===== src/hw/usc_pkg.sv =====
package usc_pkg;

  // ***********************************************************************
  // Bus and data widths
  // ***********************************************************************
  localparam int ADDR_W = 8;
  localparam int DATA_W = 32;
  localparam int CHAR_W = 8;
  localparam int LEVEL_W = 7;

  // ***********************************************************************
  // Register byte offsets
  // ***********************************************************************
  localparam logic [7:0] OFS_LINE_CTRL = 8'h00;
  localparam logic [7:0] OFS_STOP2_MODEM = 8'h04;
  localparam logic [7:0] OFS_FEATURE = 8'h08;
  localparam logic [7:0] OFS_IRQ_ENABLE = 8'h0c;
  localparam logic [7:0] OFS_IRQ_IDENT = 8'h10;
  localparam logic [7:0] OFS_TRIGGER = 8'h14;
  localparam logic [7:0] OFS_IRQ_STATUS = 8'h18;
  localparam logic [7:0] OFS_IRQ_MASK = 8'h1c;
  localparam logic [7:0] OFS_RX_LEVEL = 8'h20;

  // ***********************************************************************
  // Key values and field positions
  // ***********************************************************************
  localparam logic [7:0] LINE_CTRL_ENH_KEY = 8'hbf;
  localparam int FEAT_AUTO_RTS = 6;
  localparam int FEAT_SPEC_DET = 3;
  localparam int FEAT_SEL_LO = 0;
  localparam logic [1:0] SEL_FIRST_PAIR = 2'h2;
  localparam logic [1:0] SEL_SECOND_PAIR = 2'h1;
  localparam int IER_SPEC_BIT = 5;
  localparam int IIR_SPEC_BIT = 4;
  localparam int IIR_NONE_BIT = 0;
  localparam int MODEM_RTS_BIT = 1;
  localparam int EVT_SPEC = 0;
  localparam int EVT_STOP = 1;
  localparam int EVT_RTS_DROP = 2;
  localparam int EVT_W = 3;

  // ***********************************************************************
  // Reset values
  // ***********************************************************************
  localparam logic [7:0] RST_REG8 = 8'h00;
  localparam logic [LEVEL_W-1:0] RST_TRIGGER = 7'h08;
  localparam logic [EVT_W-1:0] RST_EVT = 3'h0;

endpackage


===== src/hw/usc_char_match.sv =====
`timescale 1ns/1ps

// Compares each received character with the second stop character and
// forwards it to the receive FIFO unless it is a stop character to swallow.
module usc_char_match
  import usc_pkg::*;
(
  input wire logic mclk, // System clock.
  input wire logic nrst, // Synchronous reset, active low.
  input wire logic rx_valid, // One-cycle strobe with a received character.
  input wire logic [usc_pkg::CHAR_W-1:0] rx_char, // Received character.
  input wire logic [usc_pkg::CHAR_W-1:0] stop2, // Second stop character.
  input wire logic det_en, // Special character detect enable.
  input wire logic [1:0] sel, // Software flow control pair select.
  output logic fifo_wr_en, // Write strobe into the receive FIFO.
  output logic [usc_pkg::CHAR_W-1:0] fifo_wr_data, // Character for the FIFO.
  output logic special_hit, // Pulse: special character matched.
  output logic stop_hit, // Pulse: second stop character swallowed.
  output logic char_done // Pulse: a character was received.
);

  logic eq;
  logic next_wr;
  logic next_spec;
  logic next_stop;
  logic [CHAR_W-1:0] next_data;

  // Whole-byte compare, bit 0 against the first received bit.
  always_comb
  begin
    eq = (rx_char == stop2);
    next_spec = rx_valid && det_en && eq;
    next_stop = rx_valid && (sel == SEL_SECOND_PAIR) && eq;
    next_wr = rx_valid && !next_stop;
    next_data = rx_valid ? rx_char : fifo_wr_data;
  end

  // Results are registered so the FIFO sees a clean strobe with its data.
  always_ff @(posedge mclk)
  begin
    if (!nrst)
    begin
      fifo_wr_en <= 1'b0;
      fifo_wr_data <= RST_REG8;
      special_hit <= 1'b0;
      stop_hit <= 1'b0;
      char_done <= 1'b0;
    end
    else
    begin
      fifo_wr_en <= next_wr;
      fifo_wr_data <= next_data;
      special_hit <= next_spec;
      stop_hit <= next_stop;
      char_done <= rx_valid;
    end
  end
endmodule


===== src/hw/usc_rts_ctrl.sv =====
`timescale 1ns/1ps

// Drives the request-to-send pin, either from software or from the
// receive FIFO fill level against the trigger level.
module usc_rts_ctrl
  import usc_pkg::*;
(
  input wire logic mclk, // System clock.
  input wire logic nrst, // Synchronous reset, active low.
  input wire logic auto_en, // Automatic request-to-send enable.
  input wire logic sw_rts, // Software request: 1 drives the pin to logic 0.
  input wire logic [usc_pkg::LEVEL_W-1:0] level, // Receive FIFO fill level.
  input wire logic [usc_pkg::LEVEL_W-1:0] trig, // Receive trigger level.
  output logic rts_n, // Request-to-send pin, active low.
  output logic rts_drop // Pulse: automatic control released the pin.
);

  logic want_active;
  logic next_rts_n;
  logic next_drop;

  // Automatic control only gates an already asserted software request.
  always_comb
  begin
    if (auto_en && sw_rts)
      want_active = (level < trig);
    else
      want_active = sw_rts;
    next_rts_n = !want_active;
    next_drop = auto_en && sw_rts && (level >= trig) && !rts_n;
  end

  // The pin comes from a flip-flop so it never glitches on a level change.
  always_ff @(posedge mclk)
  begin
    if (!nrst)
    begin
      rts_n <= 1'b1;
      rts_drop <= 1'b0;
    end
    else
    begin
      rts_n <= next_rts_n;
      rts_drop <= next_drop;
    end
  end
endmodule


===== src/hw/usc_uart_special_char.sv =====
// The implementer's own choice: the Wishbone interface to the registers.
`timescale 1ns/1ps

// Summary of operation
// - Setting the automatic request-to-send bit of the feature register hands RTS to flow control while the RTS bit of the modem control register is set.
// - With automatic control on, RTS goes inactive once the receive FIFO reaches the trigger level.
// - Without hardware flow control RTS is a software output, and automatic control is off at reset.
// - With special detect enabled, every received character is compared with the second stop character.
// - The second stop character sits at offset 0x4 while the line control register holds 0xbf.
// - A character that matches the special character is still written to the receive FIFO, except with select bits 01.
// - A special match sets bit 4 of the interrupt identification when bit 5 of the enable is set.
// - The compare is bit aligned, bit 0 of the stored value against the first received bit.
// - With select bits 10, flow control and special detection both work independently.
// - With select bits 01, a second stop character is kept out of the FIFO and raises an interrupt.
// - A pending special character indication clears by itself on the next received character.
module usc_uart_special_char
  import usc_pkg::*;
(
  input wire logic mclk, // System clock, 100 MHz.
  input wire logic nrst, // Synchronous reset, active low.
  input wire logic wb_cyc_i, // Wishbone cycle.
  input wire logic wb_stb_i, // Wishbone strobe.
  input wire logic wb_we_i, // Wishbone write enable.
  input wire logic [usc_pkg::ADDR_W-1:0] wb_adr_i, // Wishbone byte address.
  input wire logic [3:0] wb_sel_i, // Wishbone byte lane selects.
  input wire logic [usc_pkg::DATA_W-1:0] wb_dat_i, // Wishbone write data.
  output logic [usc_pkg::DATA_W-1:0] wb_dat_o, // Wishbone read data.
  output logic wb_ack_o, // Wishbone acknowledge.
  input wire logic rx_char_valid, // One-cycle strobe from the receiver.
  input wire logic [usc_pkg::CHAR_W-1:0] rx_char, // Received character.
  input wire logic [usc_pkg::LEVEL_W-1:0] rx_fifo_level, // Receive FIFO fill.
  output logic fifo_wr_en, // Receive FIFO write strobe.
  output logic [usc_pkg::CHAR_W-1:0] fifo_wr_data, // Receive FIFO write data.
  output logic stop_char_seen, // Pulse to the flow control on a stop character.
  output logic rts_n, // Request-to-send pin, active low.
  output logic irq // Interrupt, active high level.
);

  // ***********************************************************************
  // Declarations
  // ***********************************************************************
  logic [7:0] line_ctrl;
  logic [7:0] second_stop_character;
  logic [7:0] modem_ctrl;
  logic [7:0] enhanced_feature_ctrl;
  logic [7:0] irq_enable_reg;
  logic [LEVEL_W-1:0] trigger_level;
  logic [EVT_W-1:0] irq_status;
  logic [EVT_W-1:0] irq_mask;
  logic spec_flag;
  logic [7:0] next_line_ctrl;
  logic [7:0] next_second_stop_character;
  logic [7:0] next_modem_ctrl;
  logic [7:0] next_enhanced_feature_ctrl;
  logic [7:0] next_irq_enable_reg;
  logic [LEVEL_W-1:0] next_trigger_level;
  logic [EVT_W-1:0] next_irq_status;
  logic [EVT_W-1:0] next_irq_mask;
  logic next_spec_flag;
  logic next_ack;
  logic [DATA_W-1:0] next_dat;
  logic req;
  logic wr;
  logic enh_bank;
  logic [7:0] irq_identify;
  logic [7:0] wbyte;
  logic [EVT_W-1:0] events;
  logic special_hit;
  logic stop_hit;
  logic char_done;
  logic rts_drop;

  // ***********************************************************************
  // Address decode
  // ***********************************************************************

  // Word-aligned compare; the two low address bits are ignored.
  function automatic logic reg_hit(input logic [ADDR_W-1:0] adr, input logic [ADDR_W-1:0] ofs);
    reg_hit = (adr[ADDR_W-1:2] == ofs[ADDR_W-1:2]);
  endfunction

  // A request is taken once; the ack term blocks a second take in the
  // cycle where ack is already high and the master has not yet let go.
  assign req = wb_cyc_i && wb_stb_i && !wb_ack_o;
  assign wr = req && wb_we_i && wb_sel_i[0];
  assign wbyte = wb_dat_i[7:0];
  assign enh_bank = (line_ctrl == LINE_CTRL_ENH_KEY);

  // ***********************************************************************
  // Submodules
  // ***********************************************************************

  // Character compare and FIFO forwarding.
  usc_char_match u_match (
    .mclk(mclk),
    .nrst(nrst),
    .rx_valid(rx_char_valid),
    .rx_char(rx_char),
    .stop2(second_stop_character),
    .det_en(enhanced_feature_ctrl[FEAT_SPEC_DET]),
    .sel(enhanced_feature_ctrl[FEAT_SEL_LO +: 2]),
    .fifo_wr_en(fifo_wr_en),
    .fifo_wr_data(fifo_wr_data),
    .special_hit(special_hit),
    .stop_hit(stop_hit),
    .char_done(char_done)
  );

  // Request-to-send pin control.
  usc_rts_ctrl u_rts (
    .mclk(mclk),
    .nrst(nrst),
    .auto_en(enhanced_feature_ctrl[FEAT_AUTO_RTS]),
    .sw_rts(modem_ctrl[MODEM_RTS_BIT]),
    .level(rx_fifo_level),
    .trig(trigger_level),
    .rts_n(rts_n),
    .rts_drop(rts_drop)
  );

  assign stop_char_seen = stop_hit;

  // ***********************************************************************
  // Register file
  // ***********************************************************************

  // Software writes; only the low byte lane carries data.
  always_comb
  begin
    next_line_ctrl = line_ctrl;
    next_second_stop_character = second_stop_character;
    next_modem_ctrl = modem_ctrl;
    next_enhanced_feature_ctrl = enhanced_feature_ctrl;
    next_irq_enable_reg = irq_enable_reg;
    next_trigger_level = trigger_level;
    next_irq_mask = irq_mask;
    if (wr)
    begin
      if (reg_hit(wb_adr_i, OFS_LINE_CTRL))
        next_line_ctrl = wbyte;
      if (reg_hit(wb_adr_i, OFS_STOP2_MODEM) && enh_bank)
        next_second_stop_character = wbyte;
      if (reg_hit(wb_adr_i, OFS_STOP2_MODEM) && !enh_bank)
        next_modem_ctrl = wbyte;
      if (reg_hit(wb_adr_i, OFS_FEATURE))
        next_enhanced_feature_ctrl = wbyte;
      if (reg_hit(wb_adr_i, OFS_IRQ_ENABLE))
        next_irq_enable_reg = wbyte;
      if (reg_hit(wb_adr_i, OFS_TRIGGER))
        next_trigger_level = wbyte[LEVEL_W-1:0];
      if (reg_hit(wb_adr_i, OFS_IRQ_MASK))
        next_irq_mask = wbyte[EVT_W-1:0];
    end
  end

  // All control starts cleared except the trigger level, which loads 8, so both automatic features are off.
  always_ff @(posedge mclk)
  begin
    if (!nrst)
    begin
      line_ctrl <= RST_REG8;
      second_stop_character <= RST_REG8;
      modem_ctrl <= RST_REG8;
      enhanced_feature_ctrl <= RST_REG8;
      irq_enable_reg <= RST_REG8;
      trigger_level <= RST_TRIGGER;
      irq_mask <= RST_EVT;
    end
    else
    begin
      line_ctrl <= next_line_ctrl;
      second_stop_character <= next_second_stop_character;
      modem_ctrl <= next_modem_ctrl;
      enhanced_feature_ctrl <= next_enhanced_feature_ctrl;
      irq_enable_reg <= next_irq_enable_reg;
      trigger_level <= next_trigger_level;
      irq_mask <= next_irq_mask;
    end
  end

  // ***********************************************************************
  // Special character flag and interrupts
  // ***********************************************************************

  assign events = {rts_drop, stop_hit, special_hit};

  // The identification flag drops on the next character unless that one
  // matches with bit 5 of the enable set; such a match wins over the automatic clear.
  // Sticky status bits likewise keep a new event over a write-one clear.
  always_comb
  begin
    next_spec_flag = spec_flag;
    if (char_done)
      next_spec_flag = 1'b0;
    if (special_hit && irq_enable_reg[IER_SPEC_BIT])
      next_spec_flag = 1'b1;
    next_irq_status = irq_status;
    if (wr && reg_hit(wb_adr_i, OFS_IRQ_STATUS))
      next_irq_status = irq_status & ~wbyte[EVT_W-1:0];
    next_irq_status = next_irq_status | events;
  end

  // Flag and status registers.
  always_ff @(posedge mclk)
  begin
    if (!nrst)
    begin
      spec_flag <= 1'b0;
      irq_status <= RST_EVT;
    end
    else
    begin
      spec_flag <= next_spec_flag;
      irq_status <= next_irq_status;
    end
  end

  assign irq = |(irq_status & irq_mask);

  // Identification byte: bit 0 low while an interrupt is pending.
  always_comb
  begin
    irq_identify = RST_REG8;
    irq_identify[IIR_SPEC_BIT] = spec_flag;
    irq_identify[IIR_NONE_BIT] = !irq;
  end

  // ***********************************************************************
  // Bus answer
  // ***********************************************************************

  // Every access, mapped or not, is acked one cycle after it is taken;
  // unmapped reads return zero and unmapped writes are dropped.
  always_comb
  begin
    next_ack = req;
    next_dat = '0;
    if (req && !wb_we_i)
    begin
      if (reg_hit(wb_adr_i, OFS_LINE_CTRL))
        next_dat[7:0] = line_ctrl;
      else if (reg_hit(wb_adr_i, OFS_STOP2_MODEM))
        next_dat[7:0] = enh_bank ? second_stop_character : modem_ctrl;
      else if (reg_hit(wb_adr_i, OFS_FEATURE))
        next_dat[7:0] = enhanced_feature_ctrl;
      else if (reg_hit(wb_adr_i, OFS_IRQ_ENABLE))
        next_dat[7:0] = irq_enable_reg;
      else if (reg_hit(wb_adr_i, OFS_IRQ_IDENT))
        next_dat[7:0] = irq_identify;
      else if (reg_hit(wb_adr_i, OFS_TRIGGER))
        next_dat[LEVEL_W-1:0] = trigger_level;
      else if (reg_hit(wb_adr_i, OFS_IRQ_STATUS))
        next_dat[EVT_W-1:0] = irq_status;
      else if (reg_hit(wb_adr_i, OFS_IRQ_MASK))
        next_dat[EVT_W-1:0] = irq_mask;
      else if (reg_hit(wb_adr_i, OFS_RX_LEVEL))
        next_dat[LEVEL_W-1:0] = rx_fifo_level;
    end
  end

  // Ack and data come from flip-flops.
  always_ff @(posedge mclk)
  begin
    if (!nrst)
    begin
      wb_ack_o <= 1'b0;
      wb_dat_o <= '0;
    end
    else
    begin
      wb_ack_o <= next_ack;
      wb_dat_o <= next_dat;
    end
  end
endmodule


===== config.mk =====
export PLATFORM = sky130hd
export DESIGN_NAME = usc_uart_special_char
export DESIGN_NICKNAME = d
export VERILOG_FILES = /design/src/hw/usc_pkg.sv /design/src/hw/usc_char_match.sv /design/src/hw/usc_rts_ctrl.sv /design/src/hw/usc_uart_special_char.sv
export SDC_FILE = /design/constraint.sdc
export NUM_CORES = 1
export LEC_CHECK = 0
export BUFFER_PORTS_ARGS = -buffer_cell sky130_fd_sc_hd__buf_4
export CAP_MARGIN = 5
export CORE_ASPECT_RATIO = 1.1
export CORE_MARGIN = 2
export CORE_UTILIZATION = 52
export DETAILED_ROUTE_END_ITERATION = 10
export MAX_ROUTING_LAYER = met4
export PLACE_DENSITY_LB_ADDON = 0.12
export REMOVE_ABC_BUFFERS = 1
export SYNTH_ARGS = -nofsm -noshare
export SYNTH_HDL_FRONTEND = slang
export SYNTH_SLANG_ARGS = --single-unit

===== constraint.sdc =====
create_clock -name mclk -period 2.2 [get_ports mclk]
set_clock_uncertainty 0.2 [all_clocks]
set_input_delay 0.11 -clock mclk [delete_from_list [all_inputs] [get_ports mclk]]
set_output_delay 0.11 -clock mclk [all_outputs]
set_load 0.02 [all_outputs]

==> metrics.log, run 1 <==
[metrics] run status: finished, final reports clean
[metrics] class of the most critical setup path: in2reg
[metrics] number of H-tree levels: 3
[metrics] via density per instance: 5.42
[metrics] setup TNS after final layout: 0 ns
[metrics] initial cell density of the core: 53.0%
[metrics] Arr. time, crit path: 2.08 ns
[metrics] Hold Crit Depth: 4
[metrics] cell types with the largest area share after synthesis: sky130_fd_sc_hd__dfxtp_1, sky130_fd_sc_hd__mux2i_1, sky130_fd_sc_hd__nor2b_1, sky130_fd_sc_hd__buf_4, sky130_fd_sc_hd__o21ai_0
[metrics] number of inserted filler cells in the final layout: 635
[metrics] unrepaired setup endpoints after global routing: no
[metrics] number of flip-flops and latches in the synthesized netlist: 77
[metrics] count of maximum capacitance violations: 0
[metrics] latest clock arrival within the worst-skew pair: 0.34 ns
[metrics] maximum number of pins on one net before global-route repair: 36
[metrics] area growth from synthesis to final layout: 26.1%
[metrics] Hold Violations, Final: 0
[metrics] Yosys Warn Count: 0
[metrics] DRC violation total after the first TritonRoute iteration: 203
[metrics] post-synthesis instance area: 0.00390 mm²
[metrics] maximum cell stage delay along the critical path: 0.53 ns
[metrics] WL/cell: 16.5 µm
[metrics] number of enable flip-flop cells after synthesis: 0
[metrics] worst reg2reg setup slack: 0.35 ns
[metrics] min-delay worst type: in2reg
[metrics] layout cells sized above 1: 21.0%
[metrics] fraction of the yosys area taken by sequential cells: 39.6%
[metrics] number of DRC violations after detailed routing: 0
[metrics] commonest cells after routing, fill and taps aside: sky130_fd_sc_hd__buf_4, sky130_fd_sc_hd__dfxtp_1, sky130_fd_sc_hd__mux2i_1
[metrics] first-pass GRT wire length: 15.9 mm
[metrics] final number of max-transition violations: 0
[metrics] total core area: 0.00735 mm²
[metrics] worst supply voltage drop on vdd: 0.407 mV
[metrics] diode insertion count for antenna repair: 0
[metrics] number of cells in the finished layout apart from fillers: 607
[metrics] total congestion overflow after global routing: 0
[metrics] clock root cell: sky130_fd_sc_hd__clkbuf_8
[metrics] Port-buffer cells: 56
[metrics] Final setup violation count: 0
[metrics] area of the die: 0.00820 mm²
[metrics] CTS tree: built
[metrics] remaining number of nets flagged by the antenna check after routing: 0
[metrics] antenna violations before repair: 0
[metrics] count of cells along the worst register-to-register path: 7
[metrics] CTS sink count: 77
[metrics] endpoint of the lowest-slack register-to-register path: irq_status[1]$_SDFF_PN0_
[metrics] leakage power: 0.00201 µW
[metrics] routed wire length: 9.99 mm
[metrics] syn avg cell area: 9.30 µm²
[metrics] Async SR Flop Fraction: 0%
[metrics] number of iterations in the first detailed-routing pass: 4
[metrics] HPWL after detailed placement: 6.94 mm
[metrics] critical path endpoint category: flip-flop
[metrics] detailed-route via count: 3290
[metrics] CP max-delay cell: sky130_fd_sc_hd__dlygate4sd3_1
[metrics] max frequency: 489 MHz
[metrics] combined buffer and inverter count along the critical path: 3
[metrics] dominant register cell in the synthesized netlist: sky130_fd_sc_hd__dfxtp_1
[metrics] Power Dens Cells: 575 mW/mm²
[metrics] DIE HEIGHT: 94.8 µm
[metrics] hold slack final: 0.0200 ns
[metrics] final critical delay including setup and external delays: 2.04 ns
[metrics] CP delay by family, top: buffers and inverters
[metrics] # placed instances: 561
[metrics] clock tree buffer depth: 2
[metrics] critical path startpoint: wb_adr_i[2]
[metrics] endpoint of the worst hold-timing path: wb_dat_o[6]$_SDFF_PN0_
[metrics] CP most frequent cell: sky130_fd_sc_hd__buf_4
[metrics] Boundary Pins: 110
[metrics] clock slew at the register clock pins of the worst setup and hold paths: 0.08 ns
[metrics] min-delay src: wb_we_i
[metrics] cell-by-cell trace of the critical path: dlygate4sd3_1 > buf_4 > nor2_1 > and2_1 > buf_4 > a221oi_1 > a21oi_1 > o221a_2
[metrics] final worst path period share: 92.9%
[metrics] area share of the largest cell type after synthesis: 39.6%
[metrics] reg-to-reg startpoint: wb_ack_o$_SDFF_PN0_
[metrics] number of buffers added by the clock tree synthesis step: 9
[metrics] GRT Util Overall: 26.1%
[metrics] Final GP Congestion: 0.861
[metrics] Post-Syn Instances: 419
[metrics] worst-path maximum fanout: 14
[metrics] leading area contributor after synthesis: sky130_fd_sc_hd__dfxtp_1
[metrics] standard-cell row count: 33
[metrics] DIE WIDTH: 86.5 µm
[metrics] number of global-route vias before repair: 3145
[metrics] unique cell type count in the Yosys netlist: 53
[metrics] Critical Path Start Type: input port
[metrics] commonest non-fill, non-tap cell in the layout: sky130_fd_sc_hd__buf_4
[metrics] critical path required time: 2.24 ns
[metrics] final-stage net count: 588
## metal layers
metal	track usage, %	part of all wire [%]
met1	32.7	43
met2	42.9	50
met3	3.06	5.3
met4	10.7	2.3
met5	-	0
## metrics by stage
| stage | total power [µW] | setup slack, ns | util (%) | cell area, µm² |
|---|---|---|---|---|
| final | 2820 | 0.156 | 66.9 | 4910 |
| after global routing | 2940 | 0.0753 | 66.9 | 4910 |
| after CTS | 2840 | 0.158 | 66.9 | 4910 |
| after detailed placement | 1720 | 0.0256 | 59.9 | 4410 |
| after global placement | 1710 | 0.0488 | 59.9 | 4410 |
| after floorplan | 1570 | -0.0788 | - | 3690 |
## repair_timing
action | 4_1_cts | 5_1_grt
hold buffers | 31 | 0
resized for setup | 0 | 0
hold endpoints to repair | 64 | 0
buffers inserted | 0 | 0
## synthesized netlist by cell type, types with 8 or more instances
cell,n
sky130_fd_sc_hd__clkbuf_1,21
sky130_fd_sc_hd__a21oi_1,10
sky130_fd_sc_hd__xor2_1,8
sky130_fd_sc_hd__nor2_1,9
sky130_fd_sc_hd__nand2_1,27
sky130_fd_sc_hd__dfxtp_1,77
sky130_fd_sc_hd__mux2i_1,49
sky130_fd_sc_hd__buf_4,25
sky130_fd_sc_hd__nor2b_1,48
sky130_fd_sc_hd__o21ai_0,29
sky130_fd_sc_hd__a21boi_0,19
sky130_fd_sc_hd__inv_1,10
## area by class of cell
cell class | count | area, µm² | share of cell area, %
inverters | 10 | 37.5 | 0.764
clock buffers | 11 | 151 | 3.08
repair buffers | 112 | 918 | 18.7
flip-flops and latches | 77 | 1540 | 31.4
multi-input cells | 306 | 2110 | 42.9
well taps | 87 | 109 | 2.21
clock inverters | 4 | 47.5 | 0.967
## worst max path at each step
stage	endpoint	slack, ns	depth (start not counted)
2_1_floorplan	trigger_level[0]$_SDFFE_PN0P_	-0.08	5
3_3_place_gp	enhanced_feature_ctrl[4]$_SDFFE_PN0P_	0.05	7
3_5_place_dp	enhanced_feature_ctrl[4]$_SDFFE_PN0P_	0.03	7
4_1_cts	wb_dat_o[3]$_SDFF_PN0_	0.16	8
5_1_grt	wb_dat_o[5]$_SDFF_PN0_	0.08	8
6_report	wb_dat_o[3]$_SDFF_PN0_	0.16	8
## logic make-up (layout without fill, tap and decap cells)
kind of cell | Yosys count | after routing | synth area share (%)
AND/OR/NAND/NOR | 121 | 121 | 17.7
AO/OA/AOI/OAI | 96 | 96 | 17.2
flip-flops | 77 | 77 | 39.6
buffers and inverters | 59 | 137 | 8.51
multiplexers | 50 | 50 | 12.9
XOR/XNOR | 8 | 8 | 1.80
adder cells (fa/ha/maj) | 7 | 7 | 2.25
other | 1 | 24 | 0.0962
## where the power goes
part	switching, µW	internal, µW
Combinational	174	154
Sequential	5.93	1400
Clock	510	576
Total	690	2130
## worst register-to-register path, cell delays in order, from the launching register on
cell and delay, ns:
sky130_fd_sc_hd__dfxtp_1 0.33, sky130_fd_sc_hd__nor2b_1 0.11, sky130_fd_sc_hd__nand4_1 0.19, sky130_fd_sc_hd__buf_4 0.24, sky130_fd_sc_hd__nor3_1 0.24, sky130_fd_sc_hd__buf_4 0.17
sky130_fd_sc_hd__a21boi_0 0.09, sky130_fd_sc_hd__o21a_1 0.18
No activity file was read; power rests on OpenSTA's default activity.
==> run 2: changes to the inputs <==
--- a/config.mk
+++ b/config.mk
@@ -6,4 +6,5 @@
 export NUM_CORES = 1
 export LEC_CHECK = 0
+export ABC_AREA = 1
 export BUFFER_PORTS_ARGS = -buffer_cell sky130_fd_sc_hd__buf_4
 export CAP_MARGIN = 5
@@ -12,4 +13,5 @@
 export CORE_UTILIZATION = 52
 export DETAILED_ROUTE_END_ITERATION = 10
+export HOLD_SLACK_MARGIN = 0.15
 export MAX_ROUTING_LAYER = met4
 export PLACE_DENSITY_LB_ADDON = 0.12
==> constraint.sdc (replaced) <==
create_clock -name mclk -period 2.2 [get_ports mclk]
set_clock_uncertainty 0.2 [all_clocks]
set_input_delay 0.44 -clock mclk [delete_from_list [all_inputs] [get_ports mclk]]
set_output_delay 0.44 -clock mclk [all_outputs]
set_load 0.02 [all_outputs]
==> run 2 against run 1 <==
Clock power down 12%. Area after synthesis down 3.0%. Die area down 2.9%. Clock-buffer cell count up 4. First-iteration DRC count up 0.49%. Worst hold slack better by 0.13 ns. Total power down 5.8%. Combinational power down 12%. Critical endpoint is now wb_dat_o[2]$_SDFF_PN0_. Largest power group unchanged.
==> metrics.log, run 2 <==
[metrics] run status: finished, final reports clean
[metrics] latest clock arrival within the worst-skew pair: 0.35 ns
[metrics] unrepaired setup endpoints after global routing: no
[metrics] buffers inserted during post-CTS setup optimization: 0
[metrics] cell types with the largest area share after synthesis: sky130_fd_sc_hd__dfxtp_1, sky130_fd_sc_hd__o21ai_0, sky130_fd_sc_hd__a21oi_1, sky130_fd_sc_hd__nand2_1, sky130_fd_sc_hd__buf_4
[metrics] detailed-route via count: 3428
[metrics] worst supply voltage drop on vdd: 0.409 mV
[metrics] antenna violations before repair: 0
[metrics] cts repair resizes: 0
[metrics] count of cells along the worst register-to-register path: 8
[metrics] fraction of the yosys area taken by sequential cells: 40.8%
[metrics] unique cell type count in the Yosys netlist: 38
[metrics] diode insertion count for antenna repair: 0
[metrics] Yosys Warn Count: 0
[metrics] number of flip-flops and latches in the synthesized netlist: 77
[metrics] HPWL after detailed placement: 6.85 mm
[metrics] Port-buffer cells: 56
[metrics] Final setup violation count: 0
[metrics] CTS sink count: 77
[metrics] final number of max-transition violations: 0
[metrics] remaining number of nets flagged by the antenna check after routing: 0
[metrics] leading post-synthesis cells by instance count: sky130_fd_sc_hd__dfxtp_1, sky130_fd_sc_hd__nand2_1, sky130_fd_sc_hd__o21ai_0
[metrics] placed cell areas: 0.00420 mm²
[metrics] min-delay worst type: in2reg
[metrics] number of hold buffers added after CTS: 7
[metrics] DIE WIDTH: 85.3 µm
[metrics] routed wire length: 9.67 mm
[metrics] Async SR Flop Fraction: 0%
[metrics] post-synthesis instance area: 0.00378 mm²
[metrics] DRC violation total after the first TritonRoute iteration: 204
[metrics] number of iterations in the first detailed-routing pass: 7
[metrics] leading area contributor after synthesis: sky130_fd_sc_hd__dfxtp_1
[metrics] min-delay src: rx_char[7]
[metrics] number of H-tree levels: 3
[metrics] top-count cell post-synth: sky130_fd_sc_hd__dfxtp_1
[metrics] critical path endpoint category: flip-flop
[metrics] count of maximum capacitance violations: 0
[metrics] area growth from synthesis to final layout: 17.6%
[metrics] via density per instance: 5.26
[metrics] final core utilization: 63.1%
[metrics] standard-cell row count: 32
[metrics] layout cells sized above 1: 20.8%
[metrics] DIE HEIGHT: 93.4 µm
[metrics] hold slack final: 0.153 ns
[metrics] CTS tree: built
[metrics] WL/cell: 14.8 µm
[metrics] endpoint of the worst hold-timing path: u_match.fifo_wr_data[7]$_SDFFE_PN0P_
[metrics] commonest non-fill, non-tap cell in the layout: sky130_fd_sc_hd__dfxtp_1
[metrics] clock root cell: sky130_fd_sc_hd__clkbuf_8
[metrics] Post-Syn Instances: 492
[metrics] area share of the largest cell type after synthesis: 40.8%
[metrics] number of enable flip-flop cells after synthesis: 0
[metrics] critical path required time: 2.24 ns
[metrics] worst-path maximum fanout: 9
[metrics] clock slew at the register clock pins of the worst setup and hold paths: 0.07 ns
[metrics] Critical Path Start Type: flip-flop
[metrics] Power Dens Cells: 599 mW/mm²
[metrics] total congestion overflow after global routing: 0
[metrics] final worst path period share: 81.8%
[metrics] number of DRC violations after detailed routing: 0
[metrics] leakage power: 0.00199 µW
[metrics] reg-to-reg startpoint: line_ctrl[4]$_SDFFE_PN0P_
[metrics] total core area: 0.00705 mm²
[metrics] worst reg2reg setup slack: 0.40 ns
[metrics] GRT Util Overall: 25.8%
[metrics] met2 demand-to-capacity share in global routing: 40.8%
[metrics] setup TNS after final layout: 0 ns
[metrics] initial cell density of the core: 53.6%
[metrics] number of buffers added by the clock tree synthesis step: 9
[metrics] first-pass GRT wire length: 15.6 mm
[metrics] final-stage net count: 634
[metrics] Hold Crit Depth: 3
[metrics] max frequency: 556 MHz
[metrics] met1 track demand over resource in global routing: 32.8%
[metrics] Final GP Congestion: 0.837
[metrics] Hold Violations, Final: 0
[metrics] class of the most critical setup path: reg2reg
[metrics] final standard cell area without fillers: 0.00444 mm²
[metrics] area of the die: 0.00797 mm²
[metrics] endpoint of the lowest-slack register-to-register path: wb_dat_o[2]$_SDFF_PN0_
[metrics] busiest grt layer: met2
[metrics] Arr. time, crit path: 1.84 ns
[metrics] number of global-route vias before repair: 3159
[metrics] syn avg cell area: 7.68 µm²
[metrics] clock tree buffer depth: 2
[metrics] fraction of met3 tracks used by global routing: 3.35%
[metrics] commonest cells after routing, fill and taps aside: sky130_fd_sc_hd__dfxtp_1, sky130_fd_sc_hd__buf_4, sky130_fd_sc_hd__nand2_1
[metrics] final critical delay including setup and external delays: 1.80 ns
[metrics] maximum number of pins on one net before global-route repair: 55
[metrics] Boundary Pins: 110
[metrics] dominant register cell in the synthesized netlist: sky130_fd_sc_hd__dfxtp_1
[run 2: cell types whose count changed in the layout (fill, tap and decap cells not counted), sizes merged, moves of 24 or more]
cell / before / now
mux2i: 49 / 0
nor2b: 48 / 0
a21oi: 10 / 57
nor2: 11 / 58
nand2: 27 / 68
o21ai: 30 / 67
inv: 10 / 46
nand3: 4 / 33
dlygate4sd3: 31 / 7
[run 2: power by group]
group	switching, µW	internal (µW)	leakage (µW)
sequential	6.41	1410	0.000623
combinational	185	104	0.00128
clock	486	472	0.0000877
total	678	1980	0.00199
[run 2: metal layers]
metal / vias up / wire, µm
met4: 0 / 305
met3: 26 / 538
met5: - / 0
li1: 1729 / -
met1: 1554 / 4150
met2: 119 / 4680
[run 2: critical path, stage by stage, from the launching register on]
cell and delay (ns):
sky130_fd_sc_hd__dfxtp_1 0.37, sky130_fd_sc_hd__nand4_1 0.19, sky130_fd_sc_hd__o21ai_2 0.23, sky130_fd_sc_hd__clkinv_2 0.17, sky130_fd_sc_hd__buf_4 0.20, sky130_fd_sc_hd__nand2_1 0.08
sky130_fd_sc_hd__nand3_1 0.08, sky130_fd_sc_hd__nor2_1 0.12, sky130_fd_sc_hd__nor2_1 0.05
[run 2: layout make-up]
cell class	instances	area, µm²
Sequential cell	77	1540
Timing Repair Buffer	76	588
Inverter	50	194
Clock buffer	15	166
Tap cell	85	106
Clock inverter	1	5.00
Multi-Input combinational cell	348	1840
Fill cell	676	2600
[run 2: logic make-up (layout without fill, tap and decap cells)]
logic type	count (synthesis)	in the layout	share of synthesized area (%)
flops	77	77	40.8
other cells	1	24	0.0992
simple gates	178	178	23.6
buf+inv	90	142	12.7
xor+xnor	8	8	1.85
fa+ha+maj	7	7	2.32
compound gates	131	131	18.6
[run 2: stage by stage]
step	std cells	setup WS [ns]	total power, µW
finish	652	0.401	2660
CTS	652	0.384	2670
floorplan	475	0.349	1590
detailed placement	629	0.208	1720
global route	652	0.219	2760
global placement	629	0.250	1720
[run 2: how the worst max path moves through the flow]
stage | from | to | slack (ns) | depth (start not counted)
CTS | irq_status[2]$_SDFF_PN0_ | irq | 0.38 | 5
floorplan | wb_adr_i[7] | modem_ctrl[1]$_SDFFE_PN0P_ | 0.35 | 8
global route | line_ctrl[7]$_SDFFE_PN0P_ | wb_dat_o[2]$_SDFF_PN0_ | 0.22 | 8
global placement | wb_adr_i[7] | modem_ctrl[7]$_SDFFE_PN0P_ | 0.25 | 9
finish | line_ctrl[4]$_SDFFE_PN0P_ | wb_dat_o[2]$_SDFF_PN0_ | 0.40 | 8
detailed placement | wb_adr_i[7] | modem_ctrl[7]$_SDFFE_PN0P_ | 0.21 | 9
